[src/include/snf_regs.svh]
// Constant definitions for the serial NAND front end
`ifndef SNF_REGS_SVH
`define SNF_REGS_SVH

// ----------------------------------------------------------------------
// Column address map
// ----------------------------------------------------------------------
`define SNF_COL_W 12
`define SNF_COL_LAST 12'h87f
`define SNF_SPARE_BASE 12'h800
`define SNF_SPARE_PROG_LAST 12'h83f

// ----------------------------------------------------------------------
// Row address fields
// ----------------------------------------------------------------------
`define SNF_ROW_W 17
`define SNF_PAGE_MSB 5
`define SNF_PAGE_LSB 0
`define SNF_BLOCK_MSB 16
`define SNF_BLOCK_LSB 6

// ----------------------------------------------------------------------
// Reset values, protect width and bits per byte
// ----------------------------------------------------------------------
`define SNF_PROT_W 5
`define SNF_PROT_RST 5'h00
`define SNF_ECC_RST 1'h1
`define SNF_BYTE_BITS 4'h8

// ----------------------------------------------------------------------
// Pin sample positions in the synchroniser vector
// ----------------------------------------------------------------------
`define SNF_PIN_HOLD 3
`define SNF_PIN_WP 2
`define SNF_PIN_SCLK 4
`define SNF_PIN_CS 5

`endif

[src/include/snf_pkg.sv]
// Types shared by the serial NAND front end
package snf_pkg;

  // ----------------------------------------------------------------------
  // Lane width; the one-hot code equals the bits moved per edge
  // ----------------------------------------------------------------------
  typedef enum logic [2:0] {
    SNF_X1 = 3'h1,
    SNF_X2 = 3'h2,
    SNF_X4 = 3'h4
  } snf_lane_e;

  // ----------------------------------------------------------------------
  // Hold state machine
  // ----------------------------------------------------------------------
  typedef enum logic [2:0] {
    SNF_RUN = 3'h1,
    SNF_HELD = 3'h2,
    SNF_LOCK = 3'h4
  } snf_hold_e;

  // ----------------------------------------------------------------------
  // Complete state of the front end
  // ----------------------------------------------------------------------
  typedef struct packed {
    logic [5:0] meta;
    logic [5:0] sync;
    logic sclk_prev;
    logic cs_prev;
    snf_hold_e hold_st;
    logic mode3;
    logic [7:0] rx_sh;
    logic [3:0] rx_cnt;
    logic [7:0] rx_data;
    logic rx_valid;
    logic [7:0] tx_sh;
    logic [3:0] tx_cnt;
    logic [3:0] io_out;
    logic [3:0] io_oe;
    logic strobe;
    logic held;
    logic idle;
    logic iface_rst;
    logic [4:0] prot;
    logic prot_rej;
    logic ecc_en;
    logic col_valid;
    logic spare;
    logic prog_ok;
    logic [5:0] page;
    logic [10:0] blk;
  } snf_state_s;

  // ----------------------------------------------------------------------
  // Two-entry buffer state
  // ----------------------------------------------------------------------
  typedef struct packed {
    logic [1:0][7:0] mem;
    logic rd;
    logic [1:0] cnt;
    logic full;
  } snf_buf_s;

endpackage

[src/hw/snf_front_end.sv]
// Serial interface front end of a serial NAND flash device
`timescale 1ns/1ns
`include "snf_regs.svh"
module snf_front_end (
  input wire logic mclk_in,
  input wire logic rstn_in,
  input wire logic sclk_in,
  input wire logic cs_n_in,
  input wire logic [3:0] io_in,
  output logic [3:0] io_out,
  output logic [3:0] io_oe_out,
  output logic strobe_out,
  input wire snf_pkg::snf_lane_e lane_in,
  input wire logic dtr_in,
  input wire logic out_phase_in,
  input wire logic quad_enable_bit_in,
  output logic [7:0] rx_data_out,
  output logic rx_valid_out,
  input wire logic tx_valid_in,
  input wire logic [7:0] tx_data_in,
  output logic tx_ready_out,
  output logic mode3_out,
  output logic idle_out,
  output logic held_out,
  output logic iface_reset_out,
  input wire logic protect_bits_lock_in,
  input wire logic prot_wr_in,
  input wire logic [4:0] prot_wr_data_in,
  output logic [4:0] prot_bits_out,
  output logic prot_reject_out,
  input wire logic ecc_wr_in,
  input wire logic ecc_wr_val_in,
  output logic ecc_enabled_out,
  input wire logic [11:0] column_address_in,
  input wire logic [16:0] row_address_in,
  output logic col_valid_out,
  output logic spare_area_out,
  output logic prog_allowed_out,
  output logic [5:0] page_out,
  output logic [10:0] block_out
);
  import snf_pkg::*;

  // ----------------------------------------------------------------------
  // State and combinational helpers
  // ----------------------------------------------------------------------
  snf_state_s q;
  snf_state_s d;
  logic buf_valid;
  logic [7:0] buf_data;
  logic buf_pop;
  logic buf_ready;
  logic cs_high;
  logic sclk_lvl;
  logic hold_pin;
  logic wp_pin;
  logic hold_fn;
  logic run;
  logic rise;
  logic fall;
  logic dtr_ok;
  snf_lane_e lane;
  logic [3:0] lane_bits;
  logic [3:0] rx_next_cnt;
  logic [7:0] rx_next_sh;
  logic shift_ev;
  logic [7:0] tx_word;
  logic [3:0] tx_left;
  logic [3:0] oe_mask;

  // ----------------------------------------------------------------------
  // Output byte buffer
  // ----------------------------------------------------------------------
  snf_pair_buf u_buf (
    .mclk_in(mclk_in),
    .rstn_in(rstn_in),
    .in_valid_in(tx_valid_in),
    .in_data_in(tx_data_in),
    .in_ready_out(buf_ready),
    .out_valid_out(buf_valid),
    .out_data_out(buf_data),
    .out_ready_in(buf_pop)
  );

  // ----------------------------------------------------------------------
  // Pin views and edge detection
  // ----------------------------------------------------------------------
  always_comb begin
    cs_high = q.sync[`SNF_PIN_CS];
    sclk_lvl = q.sync[`SNF_PIN_SCLK];
    hold_pin = q.sync[`SNF_PIN_HOLD];
    wp_pin = q.sync[`SNF_PIN_WP];
    hold_fn = ~quad_enable_bit_in;
    rise = sclk_lvl & ~q.sclk_prev;
    fall = ~sclk_lvl & q.sclk_prev;
    // Clock and data lines are ignored unless running with select low
    run = (q.hold_st == SNF_RUN) & ~cs_high;
    dtr_ok = dtr_in & quad_enable_bit_in;
    // Quad lanes need line 3 free of hold, so fall back to single
    if ((lane_in == SNF_X4) && !quad_enable_bit_in) begin
      lane = SNF_X1;
    end else begin
      lane = lane_in;
    end
    lane_bits = {1'b0, lane};
  end

  // ----------------------------------------------------------------------
  // Input shifter helpers
  // ----------------------------------------------------------------------
  always_comb begin
    rx_next_cnt = q.rx_cnt + lane_bits;
    case (lane)
      SNF_X1: begin
        rx_next_sh = {q.rx_sh[6:0], io_in_s(0)};
      end
      SNF_X2: begin
        rx_next_sh = {q.rx_sh[5:0], q.sync[1:0]};
      end
      SNF_X4: begin
        rx_next_sh = {q.rx_sh[3:0], q.sync[3:0]};
      end
      default: begin
        rx_next_sh = q.rx_sh;
      end
    endcase
  end

  function automatic logic io_in_s(input int idx);
    io_in_s = q.sync[idx];
  endfunction

  // ----------------------------------------------------------------------
  // Output shifter helpers
  // ----------------------------------------------------------------------
  always_comb begin
    // Falling edge always; rising edge too at double rate
    shift_ev = run & out_phase_in & (fall | (rise & dtr_ok));
    buf_pop = shift_ev & (q.tx_cnt == 4'h0) & buf_valid;
    if (q.tx_cnt == 4'h0) begin
      // Underrun sends zeros rather than stalling the host clock
      tx_word = buf_valid ? buf_data : 8'h00;
      tx_left = `SNF_BYTE_BITS;
    end else begin
      tx_word = q.tx_sh;
      tx_left = q.tx_cnt;
    end
    case (lane)
      SNF_X1: begin
        oe_mask = 4'h2;
      end
      SNF_X2: begin
        oe_mask = 4'h3;
      end
      SNF_X4: begin
        oe_mask = 4'hf;
      end
      default: begin
        oe_mask = 4'h0;
      end
    endcase
  end

  // ----------------------------------------------------------------------
  // Next state
  // ----------------------------------------------------------------------
  always_comb begin
    d = q;
    d.meta = {cs_n_in, sclk_in, io_in};
    d.sync = q.meta;
    d.sclk_prev = sclk_lvl;
    d.cs_prev = cs_high;
    d.rx_valid = 1'b0;
    d.iface_rst = 1'b0;
    d.prot_rej = 1'b0;

    // Mode follows the parked clock level when select falls
    if (!cs_high && q.cs_prev) begin
      d.mode3 = sclk_lvl;
    end

    // Hold machine
    case (q.hold_st)
      SNF_RUN: begin
        if (!cs_high && hold_fn && !hold_pin && !sclk_lvl) begin
          d.hold_st = SNF_HELD;
        end
      end
      SNF_HELD: begin
        if (cs_high) begin
          d.hold_st = SNF_LOCK;
          d.iface_rst = 1'b1;
        end else if ((hold_pin || !hold_fn) && !sclk_lvl) begin
          d.hold_st = SNF_RUN;
        end
      end
      SNF_LOCK: begin
        // Select low with hold still low is not a restart
        if (cs_high && (hold_pin || !hold_fn)) begin
          d.hold_st = SNF_RUN;
        end
      end
      default: begin
        d.hold_st = SNF_RUN;
      end
    endcase
    d.held = (d.hold_st != SNF_RUN);

    // Input bytes
    if (run && rise && !out_phase_in) begin
      d.rx_sh = rx_next_sh;
      if (rx_next_cnt >= `SNF_BYTE_BITS) begin
        d.rx_cnt = 4'h0;
        d.rx_data = rx_next_sh;
        d.rx_valid = 1'b1;
      end else begin
        d.rx_cnt = rx_next_cnt;
      end
    end

    // Output data; counts kept while held
    if (shift_ev) begin
      case (lane)
        SNF_X1: begin
          d.io_out = {2'h0, tx_word[7], 1'b0};
        end
        SNF_X2: begin
          d.io_out = {2'h0, tx_word[7:6]};
        end
        default: begin
          d.io_out = tx_word[7:4];
        end
      endcase
      d.tx_sh = tx_word << lane_bits;
      d.tx_cnt = tx_left - lane_bits;
      d.strobe = dtr_ok ? ~q.strobe : 1'b0;
    end
    if (run && out_phase_in) begin
      d.io_oe = oe_mask;
    end else begin
      d.io_oe = 4'h0;
    end
    if (!out_phase_in || !dtr_ok) begin
      d.strobe = 1'b0;
    end

    // Select high or hold reset drops the transfer in progress
    if (cs_high) begin
      d.rx_cnt = 4'h0;
      d.tx_cnt = 4'h0;
      d.io_oe = 4'h0;
      d.strobe = 1'b0;
    end

    // Idle when deselected with no clock activity
    d.idle = cs_high & ~rise & ~fall;

    // Block protect bits
    // Register writes go on whatever the hold state
    if (prot_wr_in) begin
      if (protect_bits_lock_in && !wp_pin && !quad_enable_bit_in) begin
        d.prot_rej = 1'b1;
      end else begin
        d.prot = prot_wr_data_in;
      end
    end

    // Error correction setting
    if (ecc_wr_in) begin
      d.ecc_en = ecc_wr_val_in;
    end

    // Address checks
    d.col_valid = (column_address_in <= `SNF_COL_LAST);
    d.spare = d.col_valid & (column_address_in >= `SNF_SPARE_BASE);
    d.prog_ok = d.col_valid &
      (~d.spare | ~q.ecc_en |
       (column_address_in <= `SNF_SPARE_PROG_LAST));
    d.page = row_address_in[`SNF_PAGE_MSB:`SNF_PAGE_LSB];
    d.blk = row_address_in[`SNF_BLOCK_MSB:`SNF_BLOCK_LSB];
  end

  // ----------------------------------------------------------------------
  // State register
  // ----------------------------------------------------------------------
  always_ff @(posedge mclk_in or negedge rstn_in) begin
    if (!rstn_in) begin
      q <= '0;
      // Clock pin view resets low like its edge history, so no false edge
      q.meta <= 6'h20;
      q.sync <= 6'h20;
      q.cs_prev <= 1'b1;
      q.hold_st <= SNF_RUN;
      q.idle <= 1'b1;
      q.prot <= `SNF_PROT_RST;
      q.ecc_en <= `SNF_ECC_RST;
    end else begin
      q <= d;
    end
  end

  // ----------------------------------------------------------------------
  // Outputs
  // ----------------------------------------------------------------------
  assign io_out = q.io_out;
  assign io_oe_out = q.io_oe;
  assign strobe_out = q.strobe;
  assign rx_data_out = q.rx_data;
  assign rx_valid_out = q.rx_valid;
  assign tx_ready_out = buf_ready;
  assign mode3_out = q.mode3;
  assign idle_out = q.idle;
  assign held_out = q.held;
  assign iface_reset_out = q.iface_rst;
  assign prot_bits_out = q.prot;
  assign prot_reject_out = q.prot_rej;
  assign ecc_enabled_out = q.ecc_en;
  assign col_valid_out = q.col_valid;
  assign spare_area_out = q.spare;
  assign prog_allowed_out = q.prog_ok;
  assign page_out = q.page;
  assign block_out = q.blk;

endmodule // snf_front_end

[src/hw/snf_pair_buf.sv]
// Two-entry buffer between the user byte source and the output shifter
`timescale 1ns/1ns
module snf_pair_buf (
  input wire logic mclk_in,
  input wire logic rstn_in,
  input wire logic in_valid_in,
  input wire logic [7:0] in_data_in,
  output logic in_ready_out,
  output logic out_valid_out,
  output logic [7:0] out_data_out,
  input wire logic out_ready_in
);
  import snf_pkg::*;

  snf_buf_s q;
  snf_buf_s d;
  logic push;
  logic pop;
  logic wr;

  // ----------------------------------------------------------------------
  // Next state
  // ----------------------------------------------------------------------
  always_comb begin
    d = q;
    push = in_valid_in & ~q.full;
    pop = out_ready_in & (q.cnt != 2'h0);
    wr = q.rd ^ q.cnt[0];
    if (push) begin
      d.mem[wr] = in_data_in;
    end
    if (pop) begin
      d.rd = ~q.rd;
    end
    d.cnt = q.cnt + {1'b0, push} - {1'b0, pop};
    // Registered full keeps ready free of the drain side's logic
    d.full = (d.cnt == 2'h2);
  end

  always_ff @(posedge mclk_in or negedge rstn_in) begin
    if (!rstn_in) begin
      q <= '0;
    end else begin
      q <= d;
    end
  end

  assign in_ready_out = ~q.full;
  assign out_valid_out = (q.cnt != 2'h0);
  assign out_data_out = q.mem[q.rd];

endmodule // snf_pair_buf

[config.mk]
export PLATFORM = sky130hd
export DESIGN_NAME = snf_front_end
export DESIGN_NICKNAME = d
export VERILOG_FILES = /design/src/include/snf_pkg.sv /design/src/hw/snf_front_end.sv /design/src/hw/snf_pair_buf.sv
export VERILOG_INCLUDE_DIRS = /design/src /design/src/include
export SDC_FILE = /design/constraint.sdc
export NUM_CORES = 1
export LEC_CHECK = 0
export ABC_CLOCK_PERIOD_IN_PS = 4070
export BUFFER_PORTS_ARGS = -buffer_cell sky130_fd_sc_hd__buf_2
export CELL_PAD_IN_SITES_DETAIL_PLACEMENT = 0
export CELL_PAD_IN_SITES_GLOBAL_PLACEMENT = 1
export CORE_ASPECT_RATIO = 1.2
export CORE_MARGIN = 3
export CORE_UTILIZATION = 45
export DETAILED_ROUTE_END_ITERATION = 6
export PLACE_DENSITY_LB_ADDON = 0.1
export SETUP_SLACK_MARGIN = 0.05
export SLEW_MARGIN = 20
export SYNTH_ARGS = -nofsm -noshare
export SYNTH_HDL_FRONTEND = slang
export SYNTH_SLANG_ARGS = --single-unit
[constraint.sdc]
create_clock -name mclk_in -period 4.07 [get_ports mclk_in]
set_input_delay 0.407 -clock mclk_in [delete_from_list [all_inputs] [get_ports mclk_in]]
set_output_delay 0.407 -clock mclk_in [all_outputs]
set_load 0.01 [all_outputs]
Yosys cells after proc, flatten, opt, wreduce, memory -nomap -nowiden:

Cells that the tools add are included.

* output and inout bits: 50
* input bits: 61
* flip-flop bits (word level): 110
* word-level logic and storage cells: 144

* reductions and logical operators: 29
* order comparisons: 7
* $add $sub $neg: 4
* shift operators: 1
* eq/ne operators: 9
* bitwise operators: 31
* mux-type cells: 32

Operators with widths (number)
* $mux W8: 6
* $le A12 B12 Y1 const B: 2
* $pmux W8 S3: 1
* $mux W4: 5
* $bwmux W16: 1
* $and A1 B1 Y1: 15
* $mux W3: 5
* $logic_and A1 B1 Y1: 13
* $mux W13: 1
* $ge A12 B12 Y1 const B: 1
* $not A1 Y1: 12
* $pmux W4 S3: 1
* $eq A3 B3 Y1 const B: 3
* $mux W9: 1
* $pmux W3 S3: 1
* $demux W8 S1: 1
* $pmux W4 S2: 1
* $shl A8 B3 Y8: 1
* $logic_not A1 Y1: 7
* $mux W1: 7
* $eq A3 B1 Y1 const B: 2
* $eq A3 B2 Y1 const B: 2
* $reduce_bool A2 Y1: 3
* $mux W5: 1
* other kinds (15): 20

Logic depth before layout (Yosys ltp):

* depth in word-level cells: 10
* depth in mapped cells: 13
* mapped depth without buffers: 10

Modules after synthesis:

Synthesis repeated with hierarchy kept, for this count alone.

* cells, all modules: 477
* area total of the unflattened synthesis: 5302.6 µm²

By module, submodules not included
* snf_front_end: cells each 417, area each 4329.2 µm², instances 1
* snf_pair_buf: cells each 60, area each 973.4 µm², instances 1

Worst setup path before layout:

No wires, ideal clock.

* path kind: input -> register
* start: input port lane_in[0]
* end: register q, in the netlist rx_data_out[1]
* required time: 3942 ps
* arrival: 2481 ps
* cell stages on the path: 11
* path buffers: 3
* setup slack: 1461 ps
* path through: buf_2 -> nor2_2 -> inv_2 -> buf_2 -> ha_1 -> a21o_1 -> maj3_2 -> xnor2_2 -> nor2b_1 -> buf_2 -> mux2_1

* longest elaborated chain between the ends: 6
* elaborated cells between the ends (all ways): 10

RTL lines
* start: declaration: line snf_front_end.sv:13 `input wire snf_pkg::snf_lane_e lane_in,`
* $eq A3 B3 Y1: line snf_front_end.sv:100 `if ((lane_in == SNF_X4) && !quad_enable_bit_in) begin`
* $logic_and A1 B1 Y1: line snf_front_end.sv:100
* $mux W3 (*): line snf_front_end.sv:100
* $add A4 B3 Y4: line snf_front_end.sv:112 `rx_next_cnt = q.rx_cnt + lane_bits;`
* $ge A4 B4 Y1 (no line)
* $reduce_and A2 Y1 (no line)
* end: declaration: line snf_front_end.sv:47 `snf_state_s q;`

Mark *: on every way between the ends. The rest lies on a longest branch, timed or not.
A chain may end at the register's enable or synchronous reset.

Worst setup path in the final report:

* start: input port lane_in[1]
* end: register q, in the netlist rx_data_out[0]

The elaborated chain is that of the path after synthesis.

==> metrics.cfg <==
[sta]
drv_slew = 0
whs_ns = 0.0805
fin_setup_tns_ns = 0
finalSetupViolations = 0
rsz0062_at_grt = no
hold_viol = 0
min_period_ns = 2.81
fin_worst_skew_ns = 0.00798
fin_crit_sh_pct = 68.9
maxSlewHeadroom_pct = 46.5
setup_ws_ns = 1.26
fmax_ghz = 0.356
worstMarginPinSlew_ns = 0.802

[grt]
grt_overflow = 0
grt_pass1_wl_mm = 16.8
grt_usage_pct = 17.2
antenna_found_initial = 0
grt_pass1_vias = 3509
grt_max_degree = 51

[critical_path]
r2r_cells = 11
end_kind = flop
max_stage_delay_ns = 0.36
r2r_end = u_buf.q[0]
start_kind = input pin
cp.required_ns = 4.34
reg2reg_from = q[73]
critical_path_class = input pin to flop
slowest_stage = buf_2
cp-startpoint = lane_in[1]
endpoint = rx_data_out[0]
cp_cell_sequence = buf_2 > nor3b_1 > nor2_2 > inv_2 > ha_1 > a21o_1 > maj3_2 > xnor2_2 > nor2b_1 > buf_4 > nor2_1 > a21oi_1
r2r_setup_slack_ns = 1.33
crit_arrival_ns = 3.07
critPathMaxFanout = 24

[detailed_routing]
wl_met1_mm = 4.25
met3WireLength_um = 493
first_pass_iters = 4
drt_iter0_markers = 134
routed_wl_mm = 10.3
drcViolationCount = 0
avgViaCountPerCell = 5.31
wl_per_cell_um = 15.4
vias = 3540
top_layer_used = met4
dr_wl_met2_mm = 5.35
ant_nets = 0

[layout]
antenna_cells = 0
fin_util_pct = 52.9
drive_above_1_share_pct = 31.0
instances_no_fill = 667
synthToLayoutAreaGrowth_pct = 12.4
stdcell_area_um2 = 5700
nets = 603

[floorplanning]
start_util_pct = 47.0
dieArea_um2 = 12600
ios = 111
die_h_um = 122
chipWidth_um = 103
core-area_um2 = 10800
core.rowCount = 41

[clock_network]
htree_levels = 3
cts_resized = 0
postCtsHoldBufs = 0
clk_pin_slew_ns = 0.07
max-clock-path-buffers = 2
postCtsSetupRepairBufs = 0
clock_sinks = 109
cts_tree = done
clk-insertion-delay-late_ns = 0.34
cts_made_buffers = 9
cts-root-buf = clkbuf_16

[logic_synthesis]
ys_types = 56
synth_top_area_share_pct = 50.9
ys_top_cells_by_area = dfrtp_1 (51%), mux2_2 (6.0%), buf_4 (5.6%), a21oi_1 (3.5%), nor2_1 (3.3%)
ys_seq_area_share_pct = 54.0
async_flop_share_pct = 100
synth-main-ff-cell = dfrtp_1
yosys.area.top_type = dfrtp_1
syn_inst = 471
ys_warn_count = 0
syn_area_per_cell_um2 = 10.8
synth-seq-cells = 109
syn_nets = 541
synth_area_um2 = 5070
synth-edff-count = 0

[placed_design]
port_buffers = 104
gp_congestion = 0.854
preCtsSetupSlack_ns = 0.901
place.detailed.hpwl_mm = 7.47
placed_cell_area_um2 = 5430
dp.cells = 651

[run]
drv_cap = 0

[power_and_ir_drop]
leakage_nw = 2.68
ir_drop_uv = 307
p_per_area_nw_per_um2 = 538
finalPower_mw = 3.07

[status]
status = complete, no violations

[hold_path]
min_path_type = input pin to async pin

==> synth_stat cells, types with 2 or more instances <==
cell type,n
nor2b_1,6
o21ai_1,3
o211ai_1,4
o21a_1,2
mux2_2,27
inv_1,12
clkbuf_1,14
buf_4,38
nor2_1,45
and3_1,2
xnor2_1,6
o21ai_0,12
mux2i_1,12
ha_1,7
dfrtp_1,103
nand3b_1,4
a221oi_1,7
inv_2,2
o32a_1,2
xor2_1,2
fa_1,2
nor4_1,3
and2_1,2
nor3b_1,8
a21oi_1,35
nor3_1,6
nand2_1,36
a21o_1,4
o221ai_1,2
a31oi_1,4
nand3_1,13
nand2b_1,9
buf_2,7
nand4b_1,2
or3_1,2
dfstp_2,6
==> report_power, final <==
| part | switching, mW | internal (mW) | leakage, nW |
|---|---|---|---|
| logic | 0.430 | 0.396 | 1.23 |
| clock network | 0.381 | 0.417 | 0.122 |
| registers | 0.144 | 1.30 | 1.33 |
==> how the worst min path moves through the flow <==
stage                        from  slack (ns)      endpoint  depth (start not counted)
after detailed placement    d[78]        0.33         q[78]                          0
after CTS                 rstn_in         0.1  block_out[2]                          1
after global routing      rstn_in        0.12  block_out[9]                          1
after global placement      d[78]        0.33         q[78]                          0
after floorplan           rstn_in        0.11  block_out[0]                          0
final                     rstn_in        0.08  block_out[9]                          1
==> logic make-up (layout without fill, tap and decap cells) <==
family | count (synthesis) | count (layout) | share of synthesized area (%)
adders and majority gates | 11 | 11 | 2.94
AOI/OAI and AO/OA | 85 | 85 | 10.5
xor gates and xnor gates | 9 | 9 | 1.70
and+or+nand+nor | 144 | 144 | 13.9
buffers and inverters | 73 | 140 | 8.39
muxes | 40 | 40 | 8.59
DFF | 109 | 109 | 54.0
==> registers in the layout, summed over array words and instances (netlist names), 3 cells and up <==
signal         count
u_buf.q           20
d                  7
prot_bits_out      5
page_out           6
rx_data_out        8
io_out             4
block_out         11
io_oe_out          3
q                 32
==> layout make-up <==
cell class,count,area [um2]
repair buffers,110,568
fillers,992,5070
multi-input cells,289,1910
inverters,14,52.6
clock buffers,11,233
flip-flops and latches,109,2740
well taps,129,161
clock inverters,5,36.3
==> critical path: cells and delay by family <==
| family | cells | cell delay (ns) |
|---|---|---|
| and+or+nand+nor | 4 | 0.79 |
| AOI/OAI and AO/OA | 2 | 0.28 |
| adders and majority gates | 2 | 0.58 |
| xor gates and xnor gates | 1 | 0.17 |
| buffers and inverters | 3 | 0.82 |
==> cell usage in the layout (no fill, tap or decap), drive strengths merged, types with 3 or more instances in the layout <==
master    count
nand2        36
nor3          7
xnor2         7
mux2i        12
buf         110
nor4          3
nor3b         8
dfrtp       103
o21ai        15
nor2         46
nand3        13
o211ai        4
a31oi         4
a21oi        36
clkbuf       11
mux2         28
inv          15
a21o          4
nand2b        9
nor2b         6
dfstp         6
a221oi        7
nand3b        4
clkinvlp      3
ha            7
==> metal layers <==
metal	vias to the layer above	GRT usage, %
li1	1710	-
met3	10	3.47
met5	-	0
met2	96	28.6
met4	0	6.64
met1	1724	21.9
Power figures use the tool's default switching activity.
